File: src/core/power_down_pkg.sv
// constants and types of the power-down and output buffer register bank
package power_down_pkg;

    // -----------------------------------------------------------------
    // serial control frame
    // -----------------------------------------------------------------
    localparam int ADDR_BITS = 15;
    localparam int HEADER_BITS = 16;
    localparam int FRAME_BITS = 24;
    localparam int COUNT_BITS = 5;
    localparam logic [COUNT_BITS-1:0] HEADER_LAST = 5'h0f;
    localparam logic [COUNT_BITS-1:0] FRAME_LAST = 5'h17;

    // -----------------------------------------------------------------
    // register offsets
    // -----------------------------------------------------------------
    localparam logic [ADDR_BITS-1:0] ADDR_POWER_CONTROL = 15'h0008;
    localparam logic [ADDR_BITS-1:0] ADDR_OUTPUT_BUFFER_DISABLE_LOW = 15'h000a;
    localparam logic [ADDR_BITS-1:0] ADDR_OUTPUT_BUFFER_DISABLE_MID = 15'h000b;
    localparam logic [ADDR_BITS-1:0] ADDR_OUTPUT_BUFFER_DISABLE_HIGH = 15'h000c;
    localparam logic [ADDR_BITS-1:0] ADDR_GLOBAL_POWERDOWN_MASK = 15'h000d;

    // -----------------------------------------------------------------
    // field positions, writable bits, reset value
    // -----------------------------------------------------------------
    localparam int POS_CLOCK_BUFFER_OFF = 5;
    localparam int POS_REFERENCE_AMP_OFF = 4;
    localparam int POS_CHANNEL_A_OFF = 2;
    localparam int POS_CHANNEL_B_OFF = 1;
    localparam int POS_GLOBAL_SLEEP = 0;
    localparam int POS_KEEP_CLOCK_BUFFER = 3;
    localparam int POS_KEEP_REFERENCE_AMP = 2;
    localparam int POS_BANDGAP_SLEEP_SELECT = 1;
    localparam logic [7:0] POWER_CONTROL_WRITABLE = 8'h37;
    localparam logic [7:0] GLOBAL_MASK_WRITABLE = 8'h0e;
    localparam logic [7:0] REGISTER_RESET = 8'h00;

    // -----------------------------------------------------------------
    // types
    // -----------------------------------------------------------------
    typedef enum logic [2:0] {
        SEL_NONE, SEL_POWER, SEL_OB_LOW, SEL_OB_MID, SEL_OB_HIGH, SEL_MASK
    } reg_select_t;

    typedef enum {SER_IDLE, SER_HEADER, SER_DATA, SER_DONE} serial_state_t;

    typedef struct packed {
        logic clock_buffer_off;
        logic reference_amp_off;
        logic channel_a_off;
        logic channel_b_off;
        logic bandgap_off;
    } power_state_t;

    typedef struct packed {
        logic [6:0] chan_a;
        logic [6:0] chan_b;
    } pin_disable_t;

endpackage

File: src/core/power_down_output_buffer_ctrl.sv
// power-down and output buffer disable registers behind the serial control port
//
// What this block does
// - control bit 5 powers down clock buffer
// - control bit 4 powers down reference amplifier
// - control bit 2 powers down channel A
// - control bit 1 powers down channel B
// - control bit 0 enters masked global sleep
// - three bytes form 24-bit buffer disable field
// - field leaves data and serial clocks alone
// - disable bits map to fixed channel pins
// - mask bits 3,2,1: clock, amp, bandgap
// - clock and amp masks exempt blocks from global sleep
// - bandgap mask set sleeps bandgap globally
`timescale 1ns/1ps

module power_down_output_buffer_ctrl
    import power_down_pkg::*;
(
    input wire logic REF_CLK, // 10 MHz system clock
    input wire logic RESET, // synchronous, active high
    input wire logic SEN_N, // serial enable, low during a frame
    input wire logic SCLK, // serial clock, sampled on REF_CLK
    input wire logic SDATA, // serial data in
    output logic SDOUT, // serial read data out
    output logic SDOUT_OE, // high while SDOUT is driven
    output power_state_t POWER_DOWN, // analog block power-down controls
    output pin_disable_t PIN_DISABLE, // per-pin output buffer power-down
    output logic [23:0] OUTPUT_BUFFER_DISABLE // raw disable field
);

    // -----------------------------------------------------------------
    // address decode
    // -----------------------------------------------------------------
    function automatic reg_select_t decode(input logic [ADDR_BITS-1:0] addr);
        reg_select_t sel;
        sel = SEL_NONE;
        unique case (addr)
            ADDR_POWER_CONTROL: sel = SEL_POWER;
            ADDR_OUTPUT_BUFFER_DISABLE_LOW: sel = SEL_OB_LOW;
            ADDR_OUTPUT_BUFFER_DISABLE_MID: sel = SEL_OB_MID;
            ADDR_OUTPUT_BUFFER_DISABLE_HIGH: sel = SEL_OB_HIGH;
            ADDR_GLOBAL_POWERDOWN_MASK: sel = SEL_MASK;
            default: sel = SEL_NONE;
        endcase
        return sel;
    endfunction

    logic [7:0] power_control;
    logic [7:0] output_buffer_disable_low;
    logic [7:0] output_buffer_disable_mid;
    logic [7:0] output_buffer_disable_high;
    logic [7:0] global_powerdown_mask;

    // -----------------------------------------------------------------
    // serial frame receiver
    // -----------------------------------------------------------------
    serial_state_t state;
    logic sclk_q;
    logic [COUNT_BITS-1:0] bit_count;
    logic [FRAME_BITS-2:0] shift_in;
    logic [7:0] read_shift;
    logic sclk_rise;
    logic sclk_fall;
    logic shifting;
    logic [FRAME_BITS-1:0] frame;
    logic write_commit;
    logic [ADDR_BITS-1:0] header_addr;

    assign sclk_rise = SCLK & ~sclk_q;
    assign sclk_fall = ~SCLK & sclk_q;
    assign shifting = ~SEN_N & sclk_rise & (state != SER_DONE);
    assign frame = {shift_in, SDATA};
    assign header_addr = {shift_in[ADDR_BITS-2:0], SDATA};
    assign write_commit = shifting & (state == SER_DATA) & (bit_count == FRAME_LAST)
        & ~frame[FRAME_BITS-1];

    always_ff @(posedge REF_CLK) begin
        if (RESET) begin
            sclk_q <= 1'b0;
        end else begin
            sclk_q <= SCLK;
        end
    end

    always_ff @(posedge REF_CLK) begin
        if (RESET) begin
            state <= SER_IDLE;
            bit_count <= '0;
            shift_in <= '0;
        end else if (SEN_N) begin
            state <= SER_IDLE;
            bit_count <= '0;
        end else begin
            unique case (state)
                SER_IDLE, SER_HEADER: begin
                    state <= SER_HEADER;
                    if (shifting) begin
                        shift_in <= frame[FRAME_BITS-2:0];
                        bit_count <= bit_count + 5'h01;
                        if (bit_count == HEADER_LAST) begin
                            state <= SER_DATA;
                        end
                    end
                end
                SER_DATA: begin
                    if (shifting) begin
                        shift_in <= frame[FRAME_BITS-2:0];
                        bit_count <= bit_count + 5'h01;
                        if (bit_count == FRAME_LAST) begin
                            state <= SER_DONE;
                        end
                    end
                end
                SER_DONE: begin
                    state <= SER_DONE;
                end
            endcase
        end
    end

    // -----------------------------------------------------------------
    // read-back path
    // -----------------------------------------------------------------
    function automatic logic [7:0] read_byte(input reg_select_t sel);
        logic [7:0] value;
        value = 8'h00;
        unique case (sel)
            SEL_POWER: value = power_control;
            SEL_OB_LOW: value = output_buffer_disable_low;
            SEL_OB_MID: value = output_buffer_disable_mid;
            SEL_OB_HIGH: value = output_buffer_disable_high;
            SEL_MASK: value = global_powerdown_mask;
            SEL_NONE: value = 8'h00;
        endcase
        return value;
    endfunction

    // read bit leads header; data leaves msb first on falling edges
    always_ff @(posedge REF_CLK) begin
        if (RESET) begin
            read_shift <= 8'h00;
            SDOUT <= 1'b0;
            SDOUT_OE <= 1'b0;
        end else if (SEN_N) begin
            SDOUT_OE <= 1'b0;
            SDOUT <= 1'b0;
        end else if (shifting && state == SER_HEADER && bit_count == HEADER_LAST) begin
            read_shift <= read_byte(decode(header_addr));
            SDOUT_OE <= shift_in[ADDR_BITS-1];
        end else if (sclk_fall && state == SER_DATA) begin
            SDOUT <= read_shift[7];
            read_shift <= {read_shift[6:0], 1'b0};
        end
    end

    // -----------------------------------------------------------------
    // register file
    // -----------------------------------------------------------------
    always_ff @(posedge REF_CLK) begin
        if (RESET) begin
            power_control <= REGISTER_RESET;
            output_buffer_disable_low <= REGISTER_RESET;
            output_buffer_disable_mid <= REGISTER_RESET;
            output_buffer_disable_high <= REGISTER_RESET;
            global_powerdown_mask <= REGISTER_RESET;
        end else if (write_commit) begin
            unique case (decode(frame[FRAME_BITS-2:8]))
                SEL_POWER: power_control <= frame[7:0] & POWER_CONTROL_WRITABLE;
                SEL_OB_LOW: output_buffer_disable_low <= frame[7:0];
                SEL_OB_MID: output_buffer_disable_mid <= frame[7:0];
                SEL_OB_HIGH: output_buffer_disable_high <= frame[7:0];
                SEL_MASK: global_powerdown_mask <= frame[7:0] & GLOBAL_MASK_WRITABLE;
                SEL_NONE: begin
                end
            endcase
        end
    end

    // -----------------------------------------------------------------
    // power-down decode
    // -----------------------------------------------------------------
    power_state_t next_power;
    pin_disable_t next_pins;
    logic global_sleep;

    assign global_sleep = power_control[POS_GLOBAL_SLEEP];

    always_comb begin
        next_power.clock_buffer_off = power_control[POS_CLOCK_BUFFER_OFF]
            | (global_sleep & ~global_powerdown_mask[POS_KEEP_CLOCK_BUFFER]);
        next_power.reference_amp_off = power_control[POS_REFERENCE_AMP_OFF]
            | (global_sleep & ~global_powerdown_mask[POS_KEEP_REFERENCE_AMP]);
        next_power.channel_a_off = power_control[POS_CHANNEL_A_OFF] | global_sleep;
        next_power.channel_b_off = power_control[POS_CHANNEL_B_OFF] | global_sleep;
        next_power.bandgap_off = global_sleep
            & global_powerdown_mask[POS_BANDGAP_SLEEP_SELECT];
    end

    always_comb begin
        next_pins.chan_a = {output_buffer_disable_high[1], output_buffer_disable_high[0],
            output_buffer_disable_mid[7], output_buffer_disable_high[3],
            output_buffer_disable_mid[5], output_buffer_disable_mid[4],
            output_buffer_disable_mid[3]};
        next_pins.chan_b = {output_buffer_disable_mid[0], output_buffer_disable_low[7],
            output_buffer_disable_low[6], output_buffer_disable_high[2],
            output_buffer_disable_low[4], output_buffer_disable_low[3],
            output_buffer_disable_low[2]};
    end

    // -----------------------------------------------------------------
    // registered outputs
    // -----------------------------------------------------------------
    always_ff @(posedge REF_CLK) begin
        if (RESET) begin
            POWER_DOWN <= '0;
            PIN_DISABLE <= '0;
            OUTPUT_BUFFER_DISABLE <= '0;
        end else begin
            POWER_DOWN <= next_power;
            PIN_DISABLE <= next_pins;
            OUTPUT_BUFFER_DISABLE <= {output_buffer_disable_high,
                output_buffer_disable_mid, output_buffer_disable_low};
        end
    end

endmodule

File: config.mk
export PLATFORM = sky130hd
export DESIGN_NAME = power_down_output_buffer_ctrl
export DESIGN_NICKNAME = d
export VERILOG_FILES = /design/src/core/power_down_pkg.sv /design/src/core/power_down_output_buffer_ctrl.sv
export SDC_FILE = /design/constraint.sdc
export NUM_CORES = 1
export LEC_CHECK = 0
export BUFFER_PORTS_ARGS = -buffer_cell sky130_fd_sc_hd__buf_2
export CORE_MARGIN = 2
export CORE_UTILIZATION = 25
export DETAILED_ROUTE_END_ITERATION = 12
export GPL_ROUTABILITY_DRIVEN = 0
export GPL_TIMING_DRIVEN = 0
export PLACE_DENSITY = 0.53
export SLEW_MARGIN = 40
export SYNTH_ARGS = -nofsm -noshare
export SYNTH_HDL_FRONTEND = slang
export SYNTH_SLANG_ARGS = --single-unit
File: constraint.sdc
create_clock -name REF_CLK -period 2.65 [get_ports REF_CLK]
set_input_delay 0 -clock REF_CLK [delete_from_list [all_inputs] [get_ports REF_CLK]]
set_output_delay 0 -clock REF_CLK [all_outputs]
set_load 0.05 [all_outputs]
==> flow_summary.toml <==
[outcome]
outcome = "finished clean"

[place]
place_inst = 720
port_buffers = 48
dp_hpwl_um = 7500
place_ws_ps = 108
placed_area_um2 = 4660

[timing]
slew_viol_final = 0
hold_viol = 0
fin_crit_sh_pct = 90.9
fin_skew_ps = 10.5
rsz0062_at_grt = "false"
max_freq_ghz = 0.415
worst-slew-pin-transition_ps = 783
slew_headroom_pct = 47.4
worst_slack_ps = 240
setup_violations = 0
min_period_ps = 2410
tns_ps = 0

[synthesis]
synth-async-reset-ratio_pct = 0
synth_top_area_share_pct = 49.2
synth.most_common_cell = "dfxtp_1"
synthesis.area_um2 = 4150
syn_avg_cell_area_um2 = 9.17
ys_seq_elements = 102
synth_edf_count = 0
synth_top_area_cell = "dfxtp_1"
ys.flop_type = "dfxtp_1"
synth_sequential_area_ratio_pct = 49.2
yosysWarnings = 0
ys_types = 52
synth_cells = 452
netlist_top_cells_area = "dfxtp_1, mux2i_1, nand2_1"
syn_nets = 459
ys_top_cells_by_count = "dfxtp_1, nand2_1, a21oi_1, mux2i_1, nor2_1"

[layout]
nets = 519
multiInputGateArea_um2 = 1840
fill_cells = 1722
diodes = 0
syn2layout_area_growth_pct = 20.1
fin_cells = 736
drive_above_1_share_pct = 18.2
seq_area_um2 = 2040
design_area_um2 = 4980

[worst_setup_path]
cp.required_ps = 2910
crit_arrival_ps = 2670
worstSetupStartpointType = "flip-flop"
worst_r2r_path_depth = 6
reg2reg_from = "shift_in[7]"
worstSetupPathType = "reg2reg"
crit_fanout = 7
critPathCaptureType = "flip-flop"
reg2reg_to = "read_shift[3]"
reg2reg_slack_ps = 240
crit_start = "shift_in[7]"

[clock_tree]
clock-sinks = 102
cts-root-buf = "clkbuf_16"
insertion_delay_ps = 350
cts_tree = "built"
clk_pin_slew_ps = 60
cts_max_level = 3
cts_setup_buffers = 0
clockBufferDepth = 2
cts_buffers = 9

[die]
die_w_um = 133
rows = 47
io_pins = 50
core_um2 = 16400
initial_core_util_pct = 25.3
fp.dieH_um = 133
die-area_um2 = 17600

[hold_path]
min_to = "read_shift[7]"
hold_class = "in2reg"
hold_start = "RESET"
min_delay_path_depth = 3

[detailed_routing]
vias_per_cell = 4.46
drt-total-wl_um = 10300
num_vias = 3284
ant_nets = 0
dr.pass1.iters = 5
drt-initial-drc-count = 239
drcViolationCount = 0
post_drt_wl_per_cell_um = 14.0

[global_route]
overflow = 0
grt_pass1_vias = 3153
track_usage_pct = 12.0
antenna_found_initial = 0
grt_pass1_wl_um = 16600
grt_max_degree = 16

[power]
finalPower_mw = 2.86
power.density_nw_per_um2 = 574
vdd_ir_drop_max_mv = 0.280
p_leak_nw = 2.08

[run]
maxCapViolCount = 0
worst max-delay path: stages, from the launching register on:
cell      delay (ps)
dfxtp_1          370
or4_1            550
buf_2            190
nor4_1           680
nand2_1          140
and3_1           200
a211oi_1         190
power by group:
part	internal (mW)	leakage, nW	switching (mW)	total [mW]
logic	0.0202	1.13	0.0551	0.0753
registers	1.54	0.822	0.00301	1.54
clock network	0.682	0.131	0.564	1.25
worst max path at each step:
stage / to / slack [ps] / cells after the start
floorplan: global_powerdown_mask[3] / 580 / 7
global placement: read_shift[5] / 90 / 6
detailed placement: read_shift[5] / 110 / 6
CTS: read_shift[5] / 80 / 6
global route: read_shift[4] / 30 / 6
finish: read_shift[3] / 240 / 6
area by class of cell:
class | count | share of cell area [%]
plain buffers | 41 | 4.25
clock inverters | 3 | 0.402
inverters | 23 | 1.73
multi-input cells | 286 | 36.9
flip-flops and latches | 102 | 41.0
repair buffers | 49 | 5.02
well taps | 220 | 5.53
clock buffers | 12 | 5.15
state kept, by name, summed over array words and instances (netlist names):
name	flops
OUTPUT_BUFFER_DISABLE	12
PIN_DISABLE	12
POWER_DOWN	5
SDOUT	1
SDOUT_OE	1
bit_count	5
global_powerdown_mask	3
output_buffer_disable_high	8
output_buffer_disable_low	8
output_buffer_disable_mid	8
power_control	5
read_shift	8
sclk_q	1
shift_in	23
state	2
stage by stage:
step | hold slack [ps] | util (%)
2_1_floorplan | 128 | -
3_5_place_dp | 242 | 28.4
6_report | 32.5 | 30.4
4_1_cts | 14.1 | 30.2
3_3_place_gp | 235 | 28.4
5_1_grt | 60.6 | 30.4
kinds of logic (layout without fill, tap and decap cells):
family          count (synthesis)  after routing  share of synthesized area (%)
fa+ha+maj                       2              2                          0.603
xor+xnor                        3              3                          0.634
compound gates                 64             64                           9.69
mux                            38             38                           9.20
flops                         102            102                           49.2
buf+inv                        64            128                           7.18
simple gates                  179            179                           23.4
timing repair:
| item | 4_1_cts | 5_1_grt |
|---|---|---|
| resized for setup | 0 | 4 |
| hold buffers | 1 | 0 |
| endpoints found under the hold margin | 1 | 0 |
| setup endpoints to repair | 0 | 13 |
routing by layer:
| metal | track usage, % | wire [um] | part of all wire, % | vias to the layer above |
|---|---|---|---|---|
| li1 | - | - | - | 1644 |
| met1 | 16.4 | 4880 | 47 | 1575 |
| met2 | 18.7 | 4730 | 46 | 57 |
| met3 | 3.30 | 589 | 5.7 | 8 |
| met4 | 2.87 | 99 | 0.96 | 0 |
| met5 | 0 | 0 | 0 | - |
layout by cell type (no fill, tap or decap), drive strengths merged, types with 3 or more instances in the layout:
cell type	synthesis	routed
nor2	36	36
or4	5	5
dfxtp	102	102
buf	19	67
or3	4	4
clkbuf	22	34
o21ai	3	3
nand4b	4	4
nand2	58	58
a211oi	4	4
nand2b	31	31
a22oi	3	3
nor3	4	4
mux2i	37	37
nor3b	3	3
nor2b	9	9
inv	23	23
a21oi	37	37
nor4	7	7
a221oi	7	7
or2	4	4
No activity file was read; power rests on OpenSTA's default activity.
